[config.mk]
export PLATFORM = sky130hd
export DESIGN_NAME = pmm_top
export DESIGN_NICKNAME = d
export VERILOG_FILES = /design/src/pmm_pkg.sv /design/src/pmm_hold_timer.sv /design/src/pmm_wb_regs.sv /design/src/pmm_top.sv
export SDC_FILE = /design/constraint.sdc
export NUM_CORES = 1
export LEC_CHECK = 0
export CORE_ASPECT_RATIO = 1.4
export CORE_MARGIN = 4
export CORE_UTILIZATION = 30
export DETAILED_ROUTE_END_ITERATION = 12
export DONT_BUFFER_PORTS = 1
export SLEW_MARGIN = 20
export SYNTH_ARGS = -nofsm -noshare
export SYNTH_HDL_FRONTEND = slang
export SYNTH_SLANG_ARGS = --single-unit
export TNS_END_PERCENT = 5
[constraint.sdc]
create_clock -name mclk_in -period 2.1 [get_ports mclk_in]
set_input_delay 0.315 -clock mclk_in [delete_from_list [all_inputs] [get_ports mclk_in]]
set_output_delay 0.315 -clock mclk_in [all_outputs]
set_load 0.05 [all_outputs]
[src/pmm_pkg.sv]
// Constants, register map and mode type of the power mode manager
package pmm_pkg;
   // ------------------------------------------------------------
   // Timing
   // ------------------------------------------------------------
   localparam int CLK_HZ        = 20_000_000;
   localparam int PIN_HIGH_MS   = 2000;
   localparam int PIN_LOW_MS    = 1200;
   localparam int KEY_MIN_MS    = 2000;
   localparam int MASK_CYCLES   = (PIN_HIGH_MS + PIN_LOW_MS) * (CLK_HZ / 1000);
   localparam int KEY_CYCLES    = KEY_MIN_MS * (CLK_HZ / 1000);
   localparam int CNT_W         = 27;
   // ------------------------------------------------------------
   // Register offsets and fields
   // ------------------------------------------------------------
   localparam logic [3:0] CTRL_OFS = 4'h0;
   localparam logic [3:0] FUNC_OFS = 4'h4;
   localparam logic [3:0] CMD_OFS  = 4'h8;
   localparam logic [3:0] STAT_OFS = 4'hC;
   localparam int CTRL_SLEEP_EN_BIT = 0;
   localparam int CTRL_AIR_PIN_BIT  = 1;
   localparam int CTRL_USB_PATH_BIT = 2;
   localparam int CTRL_RWAKE_BIT    = 3;
   localparam int CTRL_W            = 4;
   localparam logic [3:0] CTRL_RST  = 4'h0;
   localparam int FUNC_W            = 3;
   localparam logic [2:0] FUNC_MIN  = 3'h0;
   localparam logic [2:0] FUNC_FULL = 3'h1;
   localparam logic [2:0] FUNC_AIR  = 3'h4;
   localparam logic [2:0] FUNC_RST  = FUNC_FULL;
   localparam int CMD_PDOWN_BIT     = 0;
   localparam int CMD_UR_CLR_BIT    = 1;
   localparam int ST_RF_BIT         = 3;
   localparam int ST_SIM_BIT        = 4;
   localparam int ST_MASK_BIT       = 5;
   localparam int ST_UR_BIT         = 6;
   localparam int ST_HOST_RDY_BIT   = 7;
   localparam int ST_W              = 8;
   // ------------------------------------------------------------
   // Operating modes
   // ------------------------------------------------------------
   typedef enum logic [2:0] {
      PMM_FULL,
      PMM_MIN,
      PMM_AIR,
      PMM_SLEEP,
      PMM_OFF
   } pmm_mode_e;
endpackage

[src/pmm_hold_timer.sv]
// Saturating counter that reports when its run input has held long enough
`timescale 1ns/1ns
module pmm_hold_timer #(
   parameter int CYCLES = 16
) (
   input  wire logic mclk_in,
   input  wire logic rst_in,
   input  wire logic ce_in,
   input  wire logic run_in,
   output wire logic done_out
);
   logic [pmm_pkg::CNT_W-1:0] cnt_reg;
   logic [pmm_pkg::CNT_W-1:0] cnt_next;
   wire  [pmm_pkg::CNT_W-1:0] limit = pmm_pkg::CNT_W'(CYCLES);

   // Saturate so a long hold never wraps back to zero
   assign done_out = (cnt_reg == limit);
   assign cnt_next = !run_in  ? '0 :
                     done_out ? cnt_reg :
                     cnt_reg + pmm_pkg::CNT_W'(1);

   always_ff @(posedge mclk_in) begin
      if (rst_in) begin
         cnt_reg <= '0;
      end else if (ce_in) begin
         cnt_reg <= cnt_next;
      end
   end
endmodule

[src/pmm_wb_regs.sv]
// Classic Wishbone slave holding the control registers
`timescale 1ns/1ns
module pmm_wb_regs (
   input  wire logic        mclk_in,
   input  wire logic        rst_in,
   input  wire logic        ce_in,
   input  wire logic        wb_cyc_in,
   input  wire logic        wb_stb_in,
   input  wire logic        wb_we_in,
   input  wire logic [3:0]  wb_adr_in,
   input  wire logic [3:0]  wb_sel_in,
   input  wire logic [31:0] wb_dat_in,
   output logic      [31:0] wb_dat_out,
   output logic             wb_ack_out,
   input  wire logic [7:0]  status_in,
   output logic      [3:0]  ctrl_out,
   output logic      [2:0]  func_out,
   output logic             pdown_out,
   output logic             ur_clr_out
);
   // ------------------------------------------------------------
   // Decode
   // ------------------------------------------------------------
   wire req      = wb_cyc_in & wb_stb_in & ~wb_ack_out;
   wire wr       = req & wb_we_in & wb_sel_in[0];
   wire ctrl_hit = (wb_adr_in == pmm_pkg::CTRL_OFS);
   wire func_hit = (wb_adr_in == pmm_pkg::FUNC_OFS);
   wire cmd_hit  = (wb_adr_in == pmm_pkg::CMD_OFS);
   wire stat_hit = (wb_adr_in == pmm_pkg::STAT_OFS);
   wire [2:0] fval = wb_dat_in[2:0];
   wire func_ok  = (wb_dat_in[7:3] == 5'h00) &&
                   (fval == pmm_pkg::FUNC_MIN || fval == pmm_pkg::FUNC_FULL ||
                    fval == pmm_pkg::FUNC_AIR);
   // Unmapped offsets read as zero and still acknowledge
   wire [31:0] rd_next = ctrl_hit ? {28'h0000000, ctrl_out} :
                         func_hit ? {29'h00000000, func_out} :
                         stat_hit ? {24'h000000, status_in} : 32'h00000000;

   always_ff @(posedge mclk_in) begin
      if (rst_in) begin
         wb_ack_out <= 1'b0;
         wb_dat_out <= 32'h00000000;
         ctrl_out   <= pmm_pkg::CTRL_RST;
         func_out   <= pmm_pkg::FUNC_RST;
         pdown_out  <= 1'b0;
         ur_clr_out <= 1'b0;
      end else if (ce_in) begin
         wb_ack_out <= req;
         if (req) begin
            wb_dat_out <= rd_next;
         end
         if (wr && ctrl_hit) begin
            ctrl_out <= wb_dat_in[pmm_pkg::CTRL_W-1:0];
         end
         if (wr && func_hit && func_ok) begin
            func_out <= fval;
         end
         pdown_out  <= wr & cmd_hit & wb_dat_in[pmm_pkg::CMD_PDOWN_BIT];
         ur_clr_out <= wr & cmd_hit & wb_dat_in[pmm_pkg::CMD_UR_CLR_BIT];
      end
   end
endmodule

[src/pmm_top.sv]
// Operating mode manager: sleep, airplane, minimum and power-down control
//
// The register addresses and the Wishbone interface to the registers were chosen for this implementation.
`timescale 1ns/1ns
module pmm_top #(
   parameter int MASK_CYCLES   = pmm_pkg::MASK_CYCLES,
   parameter int KEY_CYCLES    = pmm_pkg::KEY_CYCLES
) (
   input  wire logic        mclk_in,
   input  wire logic        rst_in,
   input  wire logic        ce_in,
   input  wire logic        wb_cyc_in,
   input  wire logic        wb_stb_in,
   input  wire logic        wb_we_in,
   input  wire logic [3:0]  wb_adr_in,
   input  wire logic [3:0]  wb_sel_in,
   input  wire logic [31:0] wb_dat_in,
   output wire logic [31:0] wb_dat_out,
   output wire logic        wb_ack_out,
   input  wire logic        terminal_ready_in,
   input  wire logic        host_ready_in,
   input  wire logic        radio_disable_n_in,
   input  wire logic        usb_suspend_in,
   input  wire logic        usb_bus_power_sense_in,
   input  wire logic        usb_data_in,
   input  wire logic        unsolicited_report_in,
   input  wire logic        radio_cmd_in,
   input  wire logic        power_key_n_in,
   output logic             ring_indicator_out,
   output logic             usb_remote_wakeup_out,
   output logic             rf_enable_out,
   output logic             sim_enable_out,
   output logic             paging_rx_enable_out,
   output logic             serial_enable_out,
   output logic             radio_cmd_reject_out,
   output logic      [2:0]  mode_out
);
   // ------------------------------------------------------------
   // Registers and timers
   // ------------------------------------------------------------
   logic [3:0]        ctrl;
   logic [2:0]        func;
   logic              pdown_pulse;
   logic              ur_clr;
   logic              mask_done;
   logic              key_hold_done;
   logic              ur_pend_reg;
   logic              vbus_reg;
   logic              wake_hold_reg;
   pmm_pkg::pmm_mode_e mode_reg;
   pmm_pkg::pmm_mode_e mode_next;
   pmm_pkg::pmm_mode_e base_mode;
   logic [7:0]        status;
   // Declared early: the key timer only runs in power-down
   wire               in_off = (mode_reg == pmm_pkg::PMM_OFF);

   pmm_wb_regs u_regs (
      .mclk_in    (mclk_in),
      .rst_in     (rst_in),
      .ce_in      (ce_in),
      .wb_cyc_in  (wb_cyc_in),
      .wb_stb_in  (wb_stb_in),
      .wb_we_in   (wb_we_in),
      .wb_adr_in  (wb_adr_in),
      .wb_sel_in  (wb_sel_in),
      .wb_dat_in  (wb_dat_in),
      .wb_dat_out (wb_dat_out),
      .wb_ack_out (wb_ack_out),
      .status_in  (status),
      .ctrl_out   (ctrl),
      .func_out   (func),
      .pdown_out  (pdown_pulse),
      .ur_clr_out (ur_clr)
   );

   pmm_hold_timer #(.CYCLES(MASK_CYCLES)) u_mask (
      .mclk_in  (mclk_in),
      .rst_in   (rst_in),
      .ce_in    (ce_in),
      .run_in   (1'b1),
      .done_out (mask_done)
   );

   // Power key must stay low for the whole hold time
   pmm_hold_timer #(.CYCLES(KEY_CYCLES)) u_key_hold (
      .mclk_in  (mclk_in),
      .rst_in   (rst_in),
      .ce_in    (ce_in),
      .run_in   (in_off & ~power_key_n_in),
      .done_out (key_hold_done)
   );

   // ------------------------------------------------------------
   // Qualified inputs
   // ------------------------------------------------------------
   wire mask_active = ~mask_done;
   wire sleep_en    = ctrl[pmm_pkg::CTRL_SLEEP_EN_BIT];
   wire usb_path    = ctrl[pmm_pkg::CTRL_USB_PATH_BIT];
   wire rwake_ok    = ctrl[pmm_pkg::CTRL_RWAKE_BIT];
   wire in_sleep    = (mode_reg == pmm_pkg::PMM_SLEEP);
   wire dtr_eff     = ~mask_active & terminal_ready_in;
   wire host_rdy    = ~mask_active & host_ready_in;
   wire pin_air     = ~mask_active & ctrl[pmm_pkg::CTRL_AIR_PIN_BIT] &
                      ~radio_disable_n_in;
   wire vbus_rise   = usb_bus_power_sense_in & ~vbus_reg;
   // bus power removed counts as idle bus
   wire usb_gone    = usb_suspend_in | ~usb_bus_power_sense_in;

   wire sleep_cond  = sleep_en & dtr_eff & (~usb_path | usb_gone) &
                      ~wake_hold_reg;
   wire wake_evt    = ~dtr_eff | ~sleep_en |
                      (usb_path & (usb_data_in | vbus_rise));

   assign base_mode = (func == pmm_pkg::FUNC_MIN) ? pmm_pkg::PMM_MIN :
                      (func == pmm_pkg::FUNC_AIR || pin_air) ?
                      pmm_pkg::PMM_AIR : pmm_pkg::PMM_FULL;

   // ------------------------------------------------------------
   // Mode state machine
   // ------------------------------------------------------------
   always_comb begin
      mode_next = mode_reg;
      unique case (mode_reg)
         pmm_pkg::PMM_OFF: begin
            if (key_hold_done) begin
               mode_next = base_mode;
            end
         end
         pmm_pkg::PMM_SLEEP: begin
            if (pdown_pulse) begin
               mode_next = pmm_pkg::PMM_OFF;
            end else if (wake_evt || base_mode != pmm_pkg::PMM_FULL) begin
               mode_next = base_mode;
            end
         end
         default: begin
            if (pdown_pulse) begin
               mode_next = pmm_pkg::PMM_OFF;
            end else if (sleep_cond && base_mode == pmm_pkg::PMM_FULL) begin
               mode_next = pmm_pkg::PMM_SLEEP;
            end else begin
               mode_next = base_mode;
            end
         end
      endcase
   end

   // Sleep is only entered from full functionality
   wire nx_sleep = (mode_next == pmm_pkg::PMM_SLEEP);
   wire nx_full  = (mode_next == pmm_pkg::PMM_FULL);
   wire nx_off   = (mode_next == pmm_pkg::PMM_OFF);
   wire nx_min   = (mode_next == pmm_pkg::PMM_MIN);
   // A USB data wake keeps the bus suspended for a while; hold off re-entry
   wire hold_next = (in_sleep & wake_evt) | (wake_hold_reg & usb_path &
                    usb_gone);
   // Report flag: a new report beats a clear in the same cycle
   wire ur_next   = unsolicited_report_in | (ur_pend_reg & ~ur_clr);

   assign status = {host_rdy, ur_pend_reg, mask_active, sim_enable_out,
                    rf_enable_out, mode_reg};

   // ------------------------------------------------------------
   // State and outputs
   // ------------------------------------------------------------
   always_ff @(posedge mclk_in) begin
      if (rst_in) begin
         mode_reg              <= pmm_pkg::PMM_FULL;
         ur_pend_reg           <= 1'b0;
         // Powered bus idles high: no false rise after reset
         vbus_reg              <= 1'b1;
         wake_hold_reg         <= 1'b0;
         ring_indicator_out    <= 1'b0;
         usb_remote_wakeup_out <= 1'b0;
         rf_enable_out         <= 1'b1;
         sim_enable_out        <= 1'b1;
         paging_rx_enable_out  <= 1'b1;
         serial_enable_out     <= 1'b1;
         radio_cmd_reject_out  <= 1'b0;
         mode_out              <= 3'h0;
      end else if (ce_in) begin
         mode_reg      <= mode_next;
         ur_pend_reg   <= ur_next;
         vbus_reg      <= usb_bus_power_sense_in;
         wake_hold_reg <= hold_next;
         ring_indicator_out <= ~mask_active & ur_next &
                               (~usb_path | ~rwake_ok);
         usb_remote_wakeup_out <= ur_next & usb_path & rwake_ok &
                                  usb_suspend_in;
         rf_enable_out        <= nx_full | nx_sleep;
         sim_enable_out       <= ~nx_min & ~nx_off;
         paging_rx_enable_out <= nx_full | nx_sleep;
         serial_enable_out    <= ~nx_off;
         radio_cmd_reject_out <= radio_cmd_in &
                                 (mode_reg == pmm_pkg::PMM_AIR ||
                                  mode_reg == pmm_pkg::PMM_MIN);
         mode_out             <= mode_next;
      end
   end
endmodule

Word level (Yosys, flattened, before mapping)
Cells that the tools add are included.
Widths: inputs -> output; s select.
{"block": "classes", "bitwise_logic": 51, "n_eq_ne": 16, "n_reduce_logical": 22, "add_sub_neg": 2, "n_mux": 13}
{"cell": "$mux 32", "n": 2}
{"cell": "$add 27x1->27 const B", "n": 2}
{"cell": "$eq 27x26->1 const B", "n": 2}
{"cell": "$mux 27", "n": 2}
{"cell": "$and 1x1->1", "n": 28}
{"cell": "$not 1->1", "n": 14}
{"cell": "$eq 3x3->1 const B", "n": 4}
{"cell": "$logic_not 3->1", "n": 4}
{"cell": "$mux 3", "n": 4}
{"cell": "$reduce_and 2->1", "n": 5}
{"cell": "$eq 3x1->1 const B", "n": 3}
{"cell": "$eq 3x2->1 const B", "n": 3}
{"cell": "$or 1x1->1", "n": 9}
{"cell": "$eq 4x4->1 const B", "n": 2}
{"cell": "$mux 8", "n": 1}
{"cell": "$mux 2", "n": 3}
{"cell": "$pmux 3 s2", "n": 1}
{"cell": "$logic_and 1x1->1", "n": 5}
{"cell": "$logic_not 5->1", "n": 1}
{"cell": "$logic_or 1x1->1", "n": 5}
{"cell": "$eq 4x3->1 const B", "n": 1}
{"cell": "$logic_not 4->1", "n": 1}
{"cell": "$reduce_bool 3->1", "n": 1}
{"cell": "$ne 2x2->1 const B", "n": 1}
{"block": "totals", "input_bits": 55, "output_inout_bits": 43, "elab_cells": 122, "reg_bits": 108}

Depth between registers and ports, before layout
Gate-level depths: netlist (run 1).
{"block": "logic_depth", "depth_word": 14, "mapped_depth": 7, "ltp_nobuf": 7}

Cells and area by module
From an unflattened synthesis (run 1), not the netlist that was laid out.
{"block": "hier_totals", "cells_unflattened": 585, "hier_area_um2": 4893.4}
{"mod": "pmm_hold_timer at u_mask", "cells_per_inst": 205, "n_inst": 1, "seq_area_each_um2": 540.5, "area_per_inst_um2": 1676.6}
{"mod": "pmm_hold_timer at u_key_hold", "cells_per_inst": 186, "n_inst": 1, "seq_area_each_um2": 540.5, "area_per_inst_um2": 1571.5}
{"mod": "pmm_wb_regs", "cells_per_inst": 112, "n_inst": 1, "seq_area_each_um2": 360.3, "area_per_inst_um2": 998.5}
{"mod": "pmm_top", "cells_per_inst": 82, "n_inst": 1, "seq_area_each_um2": 240.2, "area_per_inst_um2": 646.9}

Worst setup path after synthesis (run 1)
No wires, ideal clock.
{"block": "synth_path", "path_type": "reg2reg", "start": "reg u_regs.wb_ack_out", "end": "reg u_regs.ctrl_out[3]", "synth_period_minus_slack_ps": 1968, "arrival_ps": 1840, "t_required_ps": 1972, "setup_time_ps": 128, "stages_incl_launch_ff": 8, "setup_slack_ps": 132, "n_path_buf": 2, "path_cell_list": "dfxtp_1 > and4b_1 > clkbuf_1 > and3_1 > and2_1 > clkbuf_1 > mux2i_1 > nor2_1"}
{"block": "synth_between", "elab_chain_cells": 6}
{"element": "from (decl)", "line": "pmm_wb_regs.sv:14", "source": "output logic wb_ack_out,"}
{"element": "from (signal assigned)", "line": "pmm_wb_regs.sv:48", "source": "wb_ack_out <= req;"}
{"element": "$not 1->1", "line": "pmm_wb_regs.sv:24", "source": "wire req = wb_cyc_in & wb_stb_in & ~wb_ack_out;"}
{"element": "$and 1x1->1", "line": "pmm_wb_regs.sv:24"}
{"element": "$and 1x1->1 (2 in a row)", "line": "pmm_wb_regs.sv:25", "source": "wire wr = req & wb_we_in & wb_sel_in[0];"}
{"element": "$logic_and 1x1->1", "line": "pmm_wb_regs.sv:52", "source": "if (wr && ctrl_hit) begin"}
{"element": "$reduce_and 2->1 (no source line)"}
{"element": "to (signal assigned)", "line": "pmm_wb_regs.sv:43", "source": "ctrl_out <= pmm_pkg::CTRL_RST;"}
{"element": "to (signal assigned)", "line": "pmm_wb_regs.sv:53", "source": "ctrl_out <= wb_dat_in[pmm_pkg::CTRL_W-1:0];"}
{"element": "to (decl)", "line": "pmm_wb_regs.sv:16", "source": "output logic [3:0] ctrl_out,"}
Every way passes these cells.
A chain may end at the register's enable or synchronous reset.

Final worst setup path (run 1)
{"block": "layout_path", "start": "reg u_mask.cnt_reg[0] in the netlist's numbering", "end": "reg wake_hold_reg"}
{"block": "layout_between", "elab_chain_cells": 7}
{"element": "from (decl)", "line": "pmm_hold_timer.sv:12", "source": "logic [pmm_pkg::CNT_W-1:0] cnt_reg;"}
{"element": "from (signal assigned)", "line": "pmm_hold_timer.sv:26", "source": "cnt_reg <= cnt_next;"}
{"element": "$eq 27x26->1", "line": "pmm_hold_timer.sv:17", "source": "assign done_out = (cnt_reg == limit);"}
{"element": "$and 1x1->1", "line": "pmm_top.sv:101", "source": "wire dtr_eff = ~mask_active & terminal_ready_in;"}
{"element": "$not 1->1", "line": "pmm_top.sv:111", "source": "wire wake_evt = ~dtr_eff | ~sleep_en |"}
{"element": "$or 1x1->1 (2 in a row)", "line": "pmm_top.sv:111"}
{"element": "$and 1x1->1", "line": "pmm_top.sv:154", "source": "wire hold_next = (in_sleep & wake_evt) | (wake_hold_reg & usb_path &"}
{"element": "$or 1x1->1", "line": "pmm_top.sv:154"}
{"element": "to (signal assigned)", "line": "pmm_top.sv:184", "source": "wake_hold_reg <= hold_next;"}
{"element": "to (decl)", "line": "pmm_top.sv:49", "source": "logic wake_hold_reg;"}
Every way passes these cells.

==> results of run 1 <==
-- where the power goes --
| group | internal [mW] | total [mW] | leakage (nW) | switching [mW] |
|---|---|---|---|---|
| Clock | 1.05 | 1.71 | 0.156 | 0.659 |
| Combinational | 0.0443 | 0.198 | 0.801 | 0.153 |
| Sequential | 1.61 | 1.64 | 0.679 | 0.0325 |
| Total | 2.70 | 3.55 | 1.64 | 0.845 |
-- stage by stage --
| step | instance area, µm² | util | hold WS [ns] | total power, mW | setup slack (ns) |
|---|---|---|---|---|---|
| 2_1_floorplan | 4263 | - | 0.4329 | 1.902 | 0.1321 |
| 3_3_place_gp | 4365 | 0.3231 | 0.4001 | 1.872 | 0.1738 |
| 3_5_place_dp | 4365 | 0.3231 | 0.4009 | 1.874 | 0.1100 |
| 4_1_cts | 4690 | 0.3470 | 0.03422 | 3.583 | 0.09764 |
| 5_1_grt | 4712 | 0.3487 | 0.03111 | 3.660 | 0.01661 |
| 6_report | 4712 | 0.3487 | 0.04740 | 3.546 | 0.1558 |
-- worst max-delay path: cells and delay by family, from the launching register on --
| kind | cells | cell delay (ns) |
|---|---|---|
| AO/OA/AOI/OAI | 2 | 0.40 |
| adder cells (fa/ha/maj) | 1 | 0.14 |
| buffers and inverters | 1 | 0.09 |
| flip-flops | 1 | 0.33 |
| AND/OR/NAND/NOR | 3 | 0.86 |
-- what timing repair did --
action	in CTS	in global routing
buffers inserted	0	0
endpoints found under the setup margin	0	8
resized for setup	0	4
-- kinds of logic after synthesis --
logic type               after synthesis  share of synthesized area
multiplexers                          11                    0.02756
flip-flops                            84                     0.4026
AND/OR/NAND/NOR                      236                     0.3041
XOR/XNOR                              46                    0.09646
adder cells (fa/ha/maj)                4                    0.01198
buffers and inverters                 53                    0.07040
other                                  1                  0.0008979
AO/OA/AOI/OAI                         53                    0.08598
-- cell type report --
cell class                 count  area (µm²)
inverter                      11       41.29
tap                          182       227.7
clock inverter                 7       98.84
fill                        1390        8801
clock buffer                   9       225.2
multi-input combinational    374        2310
sequential                    84        1682
timing repair buffer          17       127.6
-- cell usage after synthesis (all sizes together), types with 2 or more instances --
cell type,number,area [µm²]
dfxtp,84,1682
nor2,77,289.0
buf,28,200.2
nand2,24,90.09
nand4,24,156.4
xor2,24,210.2
xnor2,22,192.7
a21oi,19,95.09
nand3,18,90.09
nor3,16,80.08
nor4,15,100.1
clkbuf,14,52.55
inv,11,41.29
nor2b,11,68.82
o21ai,11,55.05
and4,10,87.58
and3,7,43.79
mux2i,7,70.07
and2,6,37.54
or3,6,42.54
a221oi,4,35.03
ha,4,50.05
mux2,4,45.04
nand4b,4,35.03
nor3b,4,30.03
o21bai,3,22.52
a211o,2,17.52
and3b,2,17.52
nand2b,2,12.51
nor4b,2,23.77
nor4bb,2,20.02
o31ai,2,15.01
or2,2,12.52
or4,2,15.01
-- routing by layer --
| metal | vias up | global-route usage |
|---|---|---|
| met3 | 14 | 0.03277 |
| met2 | 40 | 0.2235 |
| met5 | - | 0 |
| met4 | 0 | 0.04675 |
| li1 | 1695 | - |
| met1 | 1632 | 0.1337 |
-- worst max-delay path by stage --
stage / slack [ns] / end / cells past startpoint / from
2_1_floorplan: 0.13 / u_regs.ctrl_out[3] / 7 / u_regs.wb_ack_out
3_3_place_gp: 0.17 / wake_hold_reg / 7 / u_mask.cnt_reg[0]
3_5_place_dp: 0.11 / wake_hold_reg / 7 / u_mask.cnt_reg[0]
4_1_cts: 0.1 / wake_hold_reg / 7 / u_mask.cnt_reg[0]
5_1_grt: 0.02 / mode_reg[0] / 7 / u_key_hold.cnt_reg[0]
6_report: 0.16 / wake_hold_reg / 7 / u_mask.cnt_reg[0]
==> flow_summary.toml, run 1 <==
[setup_path]
critical_path.max_fanout = 5
reg2regPathDepth = 7
slowest_delay_ns = 0.35
rrSetupSlack_ns = 0.16
r2r_end = "wake_hold_reg"
crit_path_end_kind = "flop"
required_ns = 2.31
arrival_ns = 2.15
critPathSlowestCell = "or2_4"
rr_startpoint = "u_mask.cnt_reg[0]"
path_class = "flop to flop"
path_cells = "inv_1 -> ha_1 -> nor4bb_2 -> nand4_1 -> or2_4 -> o311ai_1 -> a21oi_1"
startpoint_type = "flop"

[cells_and_area]
final_cell_mix = "dfxtp_1, nor2_1, nand2_1, xor2_1, conb_1"
drive_above_1_share = 0.09363
final_common_cell = "dfxtp_1"
n_antenna_cell = 0
fin_cells = 684
syn_to_final_growth_pct = 12.82
nets = 556

[run_status]
status = "finished clean"

[placement]
place_inst = 668
numPortBuffers = 0
post-dp-hpwl_um = 7054
gp_congestion = 0.8311

[routing]
drtIter0Drc = 151
num_vias = 3381
top_layer = "met4"
wl_met1_um = 3899
totalWireLength_um = 9555
first_pass_iters = 4
dr_wl_met3_um = 385
ant_nets = 0
via_per_inst = 4.943
wl_per_cell_um = 13.97
drc = 0
wl_met2_um = 5105

[sta]
setup_tns_ns = 0
maxSlewViolCount = 0
rsz0062_at_grt = "no"
period_minus_slack_ns = 1.944
finalSetupViolCount = 0
tightest_slew_ns = 0.5558
fin_crit_sh = 0.9258
max_freq_mhz = 514.4
slew_headroom = 0.6199
finalHoldViolations = 0
finalClockSkew_ns = 0.009374

[clock_tree]
cts.sinks = 84
numCtsBuffers = 9
root_buffer = "clkbuf_16"
cts_tree = "built"
cts_hold_buf = 0
htreeDepth = 3
clkTransAtPathRegs_ns = 0.06
worstSkewPairLatency_ns = 0.34
ctsLongestPathBuffers = 2

[hold_path]
hold_end = "u_mask.cnt_reg[15]"
hold_depth = 1
min_from = "rst_in"
hold_path_class = "input pin to flop"

[synthesis]
yosys_warnings = 0
synth_area_um2 = 4177
synth_flop_cell = "dfxtp_1"
synth_seq_area_share = 0.4026
synth_cell_types = 57
synth_edf_count = 0
synth_cells = 488
synth_seq_cells = 84
syn_avg_cell_area_um2 = 8.558
async_flop_share = 0

[global_route]
overflow = 0
antenna_found_initial = 0
grt_max_degree = 62
grt_pass1_vias = 3302
grt_pass1_wl_um = 15800
grt_usage = 0.1228

[die]
die_h_um = 147.6
rows = 50
io-pin-count = 98
start_util = 0.3091
die-width_um = 107.7
die-area_um2 = 15900
coreArea_um2 = 13510

[pwr]
power.leakage_nw = 1.636
power.density_nw_per_um2 = 752.6
vdd_drop_max_mv = 0.3087

[job]
max-cap-violations = 0
Power figures use the tool's default switching activity.
==> inputs of run 2 (changes only) <==
--- a/config.mk
+++ b/config.mk
@@ -5,11 +5,12 @@
 export SDC_FILE = /design/constraint.sdc
 export NUM_CORES = 1
 export LEC_CHECK = 0
-export CORE_ASPECT_RATIO = 1.4
+export CORE_ASPECT_RATIO = 1.25
 export CORE_MARGIN = 4
 export CORE_UTILIZATION = 30
 export DETAILED_ROUTE_END_ITERATION = 12
 export DONT_BUFFER_PORTS = 1
+export GPL_TIMING_DRIVEN = 0
 export SLEW_MARGIN = 20
 export SYNTH_ARGS = -nofsm -noshare
 export SYNTH_HDL_FRONTEND = slang
==> flow_summary.toml, run 2 (synthesized netlist as in run 1, its figures left out) <==
[sta]
tightest_slew_ns = 0.7866
finalSetupViolCount = 2
slew_headroom = 0.4708
finalClockSkew_ns = 0.01158
fin_crit_sh = 1.016
max_freq_mhz = 468.8
setup_tns_ns = -0.04417
fin_ws_ns = -0.03299
rsz0062_at_grt = "yes"
period_minus_slack_ns = 2.133
finalHoldViolations = 0
maxSlewViolCount = 0
holdWs_ns = 0.08199

[setup_path]
critical-path-top-delay-family = "simple AND/OR/NAND/NOR gates"
crit_path_end_kind = "flop"
path_class = "flop to flop"
slowest_delay_ns = 0.38
r2r_end = "wake_hold_reg"
critical_path.max_fanout = 5
critPathSlowestCell = "or2_1"
rrSetupSlack_ns = -0.03
reg2regPathDepth = 7
startpoint_type = "flop"
cp_num_buf_inv = 1
required_ns = 2.32
arrival_ns = 2.35
cp-startpoint = "u_mask.cnt_reg[0]"
rr_startpoint = "u_mask.cnt_reg[0]"
path_cells = "inv_1 -> ha_1 -> nor4bb_1 -> nand4_1 -> or2_1 -> o311ai_1 -> a21oi_1"

[clock_tree]
ctsLongestPathBuffers = 2
clkTransAtPathRegs_ns = 0.07
worstSkewPairLatency_ns = 0.35
root_buffer = "clkbuf_16"
cts.sinks = 84
htreeDepth = 3
cts_tree = "built"
numCtsBuffers = 9

[cells_and_area]
multi_input_area_um2 = 2317
final_cell_mix = "dfxtp_1, nor2_1, buf_4"
drive_above_1_share = 0.1229
syn_to_final_growth_pct = 15.88
final_common_cell = "dfxtp_1"
n_antenna_cell = 0
nets = 583
fillers = 1397
final-seq-area_um2 = 1687

[global_route]
antenna_found_initial = 0
overflow = 0
grt_usage = 0.1325
grt_pass1_vias = 3408
grt_pass1_wl_um = 17080
grt_max_degree = 16

[routing]
ant_nets = 0
drc = 0
num_vias = 3540
drtIter0Drc = 237
totalWireLength_um = 10520
via_per_inst = 5.057
first_pass_iters = 6
wl_per_cell_um = 15.03

[hold_path]
min_from = "wb_dat_in[0]"
hold_path_class = "input pin to flop"
hold_depth = 1
hold_end = "u_regs.func_out[0]"

[die]
coreArea_um2 = 13470
start_util = 0.3101
die_h_um = 139.9
die-area_um2 = 15890
io-pin-count = 98
rows = 47
die-width_um = 113.5

[job]
max-cap-violations = 0

[pwr]
vdd_drop_max_mv = 0.4833
power.total_mw = 3.538
power.leakage_nw = 1.724
power.density_nw_per_um2 = 731.1

[run_status]
status = "finished, violations left"
violations = "negative setup slack"

[placement]
gp_congestion = 0.8791
place_ws_ns = -0.3755
numPortBuffers = 0
post-dp-hpwl_um = 7959
[run 2: through the flow]
stage / cells / util / cell area, µm²
floorplan: 511 / - / 4263
global placement: 682 / 0.3324 / 4477
detailed placement: 682 / 0.3324 / 4477
CTS: 698 / 0.3567 / 4803
global route: 700 / 0.3594 / 4840
finish: 700 / 0.3594 / 4840
[run 2: routing by layer]
| layer | vias to the layer above | global-route usage | share of wire |
|---|---|---|---|
| met5 | - | 0 | 0 |
| met4 | 0 | 0.03861 | 0.011 |
| met3 | 16 | 0.05004 | 0.070 |
| met2 | 88 | 0.2287 | 0.52 |
| met1 | 1689 | 0.1515 | 0.40 |
| li1 | 1747 | - | - |
[run 2: worst reg2reg max path, delay by kind of cell, from the launching register on]
family / cells / cell delay [ns]
AND/OR/NAND/NOR: 3 / 0.99
flip-flops: 1 / 0.33
adder cells (fa/ha/maj): 1 / 0.17
AO/OA/AOI/OAI: 2 / 0.43
buffers and inverters: 1 / 0.09
[run 2: worst max-delay path by stage]
stage,slack (ns),depth (start not counted),to
final,-0.03,7,wake_hold_reg
after detailed placement,-0.38,5,u_key_hold.cnt_reg[20]
after floorplan,0.13,7,u_regs.ctrl_out[3]
after CTS,-0.01,6,u_mask.cnt_reg[26]
after global placement,-0.35,5,u_key_hold.cnt_reg[19]
after global routing,-0.13,7,u_mask.cnt_reg[1]
[run 2: cell type report]
type	count	area share
inverter	11	0.008532
multi-input combinational	374	0.4788
buffer	42	0.05300
timing repair buffer	2	0.003102
tap	171	0.04421
clock buffer	10	0.04938
sequential	84	0.3485
clock inverter	6	0.01448
[run 2: what timing repair did]
action	in CTS	in global routing
setup buffers	0	2
resized for setup	6	8
pin swaps	2	3
endpoints found under the setup margin	33	39
cloned	0	0
hold buffers	0	0
[run 2: report_power, final]
group          total, mW  switching, mW  internal, mW
Combinational      0.252          0.179        0.0732
Clock               1.63          0.670         0.962
Sequential          1.65         0.0448          1.61
Total               3.54          0.894          2.64
==> inputs of run 3 (changes only) <==
==> constraint.sdc (replaced) <==
create_clock -name mclk_in -period 2.7 [get_ports mclk_in]
set_input_delay 0.405 -clock mclk_in [delete_from_list [all_inputs] [get_ports mclk_in]]
set_output_delay 0.405 -clock mclk_in [all_outputs]
set_load 0.05 [all_outputs]
==> flow_summary.toml, run 3 (synthesized netlist as in run 1, its figures left out) <==
[pwr]
power.leakage_nw = 1.669
vdd_drop_max_mv = 0.3762
power.density_nw_per_um2 = 575.0
power.total_mw = 2.752

[hold_path]
hold_path_class = "input pin to flop"
min_from = "usb_bus_power_sense_in"

[global_route]
grt_usage = 0.1320
antenna_found_initial = 0
grt_use_met1 = 0.1507
grt_pass1_wl_um = 17020
grt_util_met2 = 0.2268
grt_max_degree = 16
overflow = 0
grt_most_used_layer = "met2"
use_met3 = 0.05047
grt_pass1_vias = 3406

[cells_and_area]
final_cell_mix = "dfxtp_1, nor2_1, buf_4"
syn_to_final_growth_pct = 14.59
final_common_cell = "dfxtp_1"
n_antenna_cell = 0
nets = 581
final_cell_area_um2 = 4786
drive_above_1_share = 0.1006
final_core_util = 0.3554
fin_cells = 698

[routing]
via_per_inst = 5.040
ant_nets = 0
drtIter0Drc = 245
num_vias = 3518
first_pass_iters = 5
drc = 0
totalWireLength_um = 10440
wl_per_cell_um = 14.96

[die]
coreArea_um2 = 13470
die-area_um2 = 15890
io-pin-count = 98
die_h_um = 139.9
rows = 47
start_util = 0.3101
die-width_um = 113.5

[setup_path]
cp-startpoint = "mode_reg[0]"
critical_path.max_fanout = 10
startpoint_type = "flop"
arrival_ns = 2.66
rr_startpoint = "mode_reg[0]"
crit_path_end_kind = "flop"
required_ns = 2.91
path_class = "flop to flop"

[sta]
fin_ws_ns = 0.2479
rsz0062_at_grt = "no"
finalHoldViolations = 0
finalSetupViolCount = 0
fin_crit_sh = 0.9082
max_freq_mhz = 407.8
period_minus_slack_ns = 2.452
tightest_slew_ns = 0.7907
slew_headroom = 0.4685
maxSlewViolCount = 0
setup_tns_ns = 0
finalClockSkew_ns = 0.01110
holdWs_ns = 0.1751

[placement]
gp_congestion = 0.8791
numPortBuffers = 0
placedInstanceArea_um2 = 4477
place_inst = 682
place_ws_ns = 0.2245
post-dp-hpwl_um = 7959

[clock_tree]
htreeDepth = 3
cts-resized-gates = 0
worstSkewPairLatency_ns = 0.35
clkTransAtPathRegs_ns = 0.07
post_cts_buffers = 0
cts_tree = "built"
root_buffer = "clkbuf_16"
cts.sinks = 84
numCtsBuffers = 9
cts_hold_buf = 0
ctsLongestPathBuffers = 2

[job]
max-cap-violations = 0

[run_status]
status = "finished clean"
## run 3: critical path: stages (launching register included)
cell	delay [ns]
dfxtp_1	0.81
nor3b_1	0.20
nor2b_1	0.19
o21bai_1	0.59
clkbuf_1	0.43
nor2_1	0.10
## run 3: path summary, 6_finish.rpt
| check | end | slack, ns | depth (start not counted) |
|---|---|---|---|
| min reg2reg | wake_hold_reg | 0.47 | 2 |
| min | vbus_reg | 0.18 | 1 |
| max reg2reg | u_key_hold.cnt_reg[20] | 0.25 | 5 |
| max | u_key_hold.cnt_reg[20] | 0.25 | 5 |
## run 3: area by class of cell
cell class / count / area [µm²]
fill: 1406 / 8681
multi-input combinational: 374 / 2287
sequential: 84 / 1682
buffer: 42 / 252.7
clock buffer: 10 / 239.0
tap: 171 / 214.0
clock inverter: 6 / 70.07
inverter: 11 / 41.29
## run 3: routing by layer
layer | up-vias | share of wire
met4 | 0 | 0.011
met3 | 11 | 0.071
met5 | - | 0
met2 | 91 | 0.52
met1 | 1672 | 0.39
li1 | 1744 | -
## run 3: power breakdown
part           internal, mW  total [mW]  switching, mW
Combinational        0.0561       0.194          0.138
Sequential             1.25        1.29         0.0349
Clock                 0.748        1.27          0.523
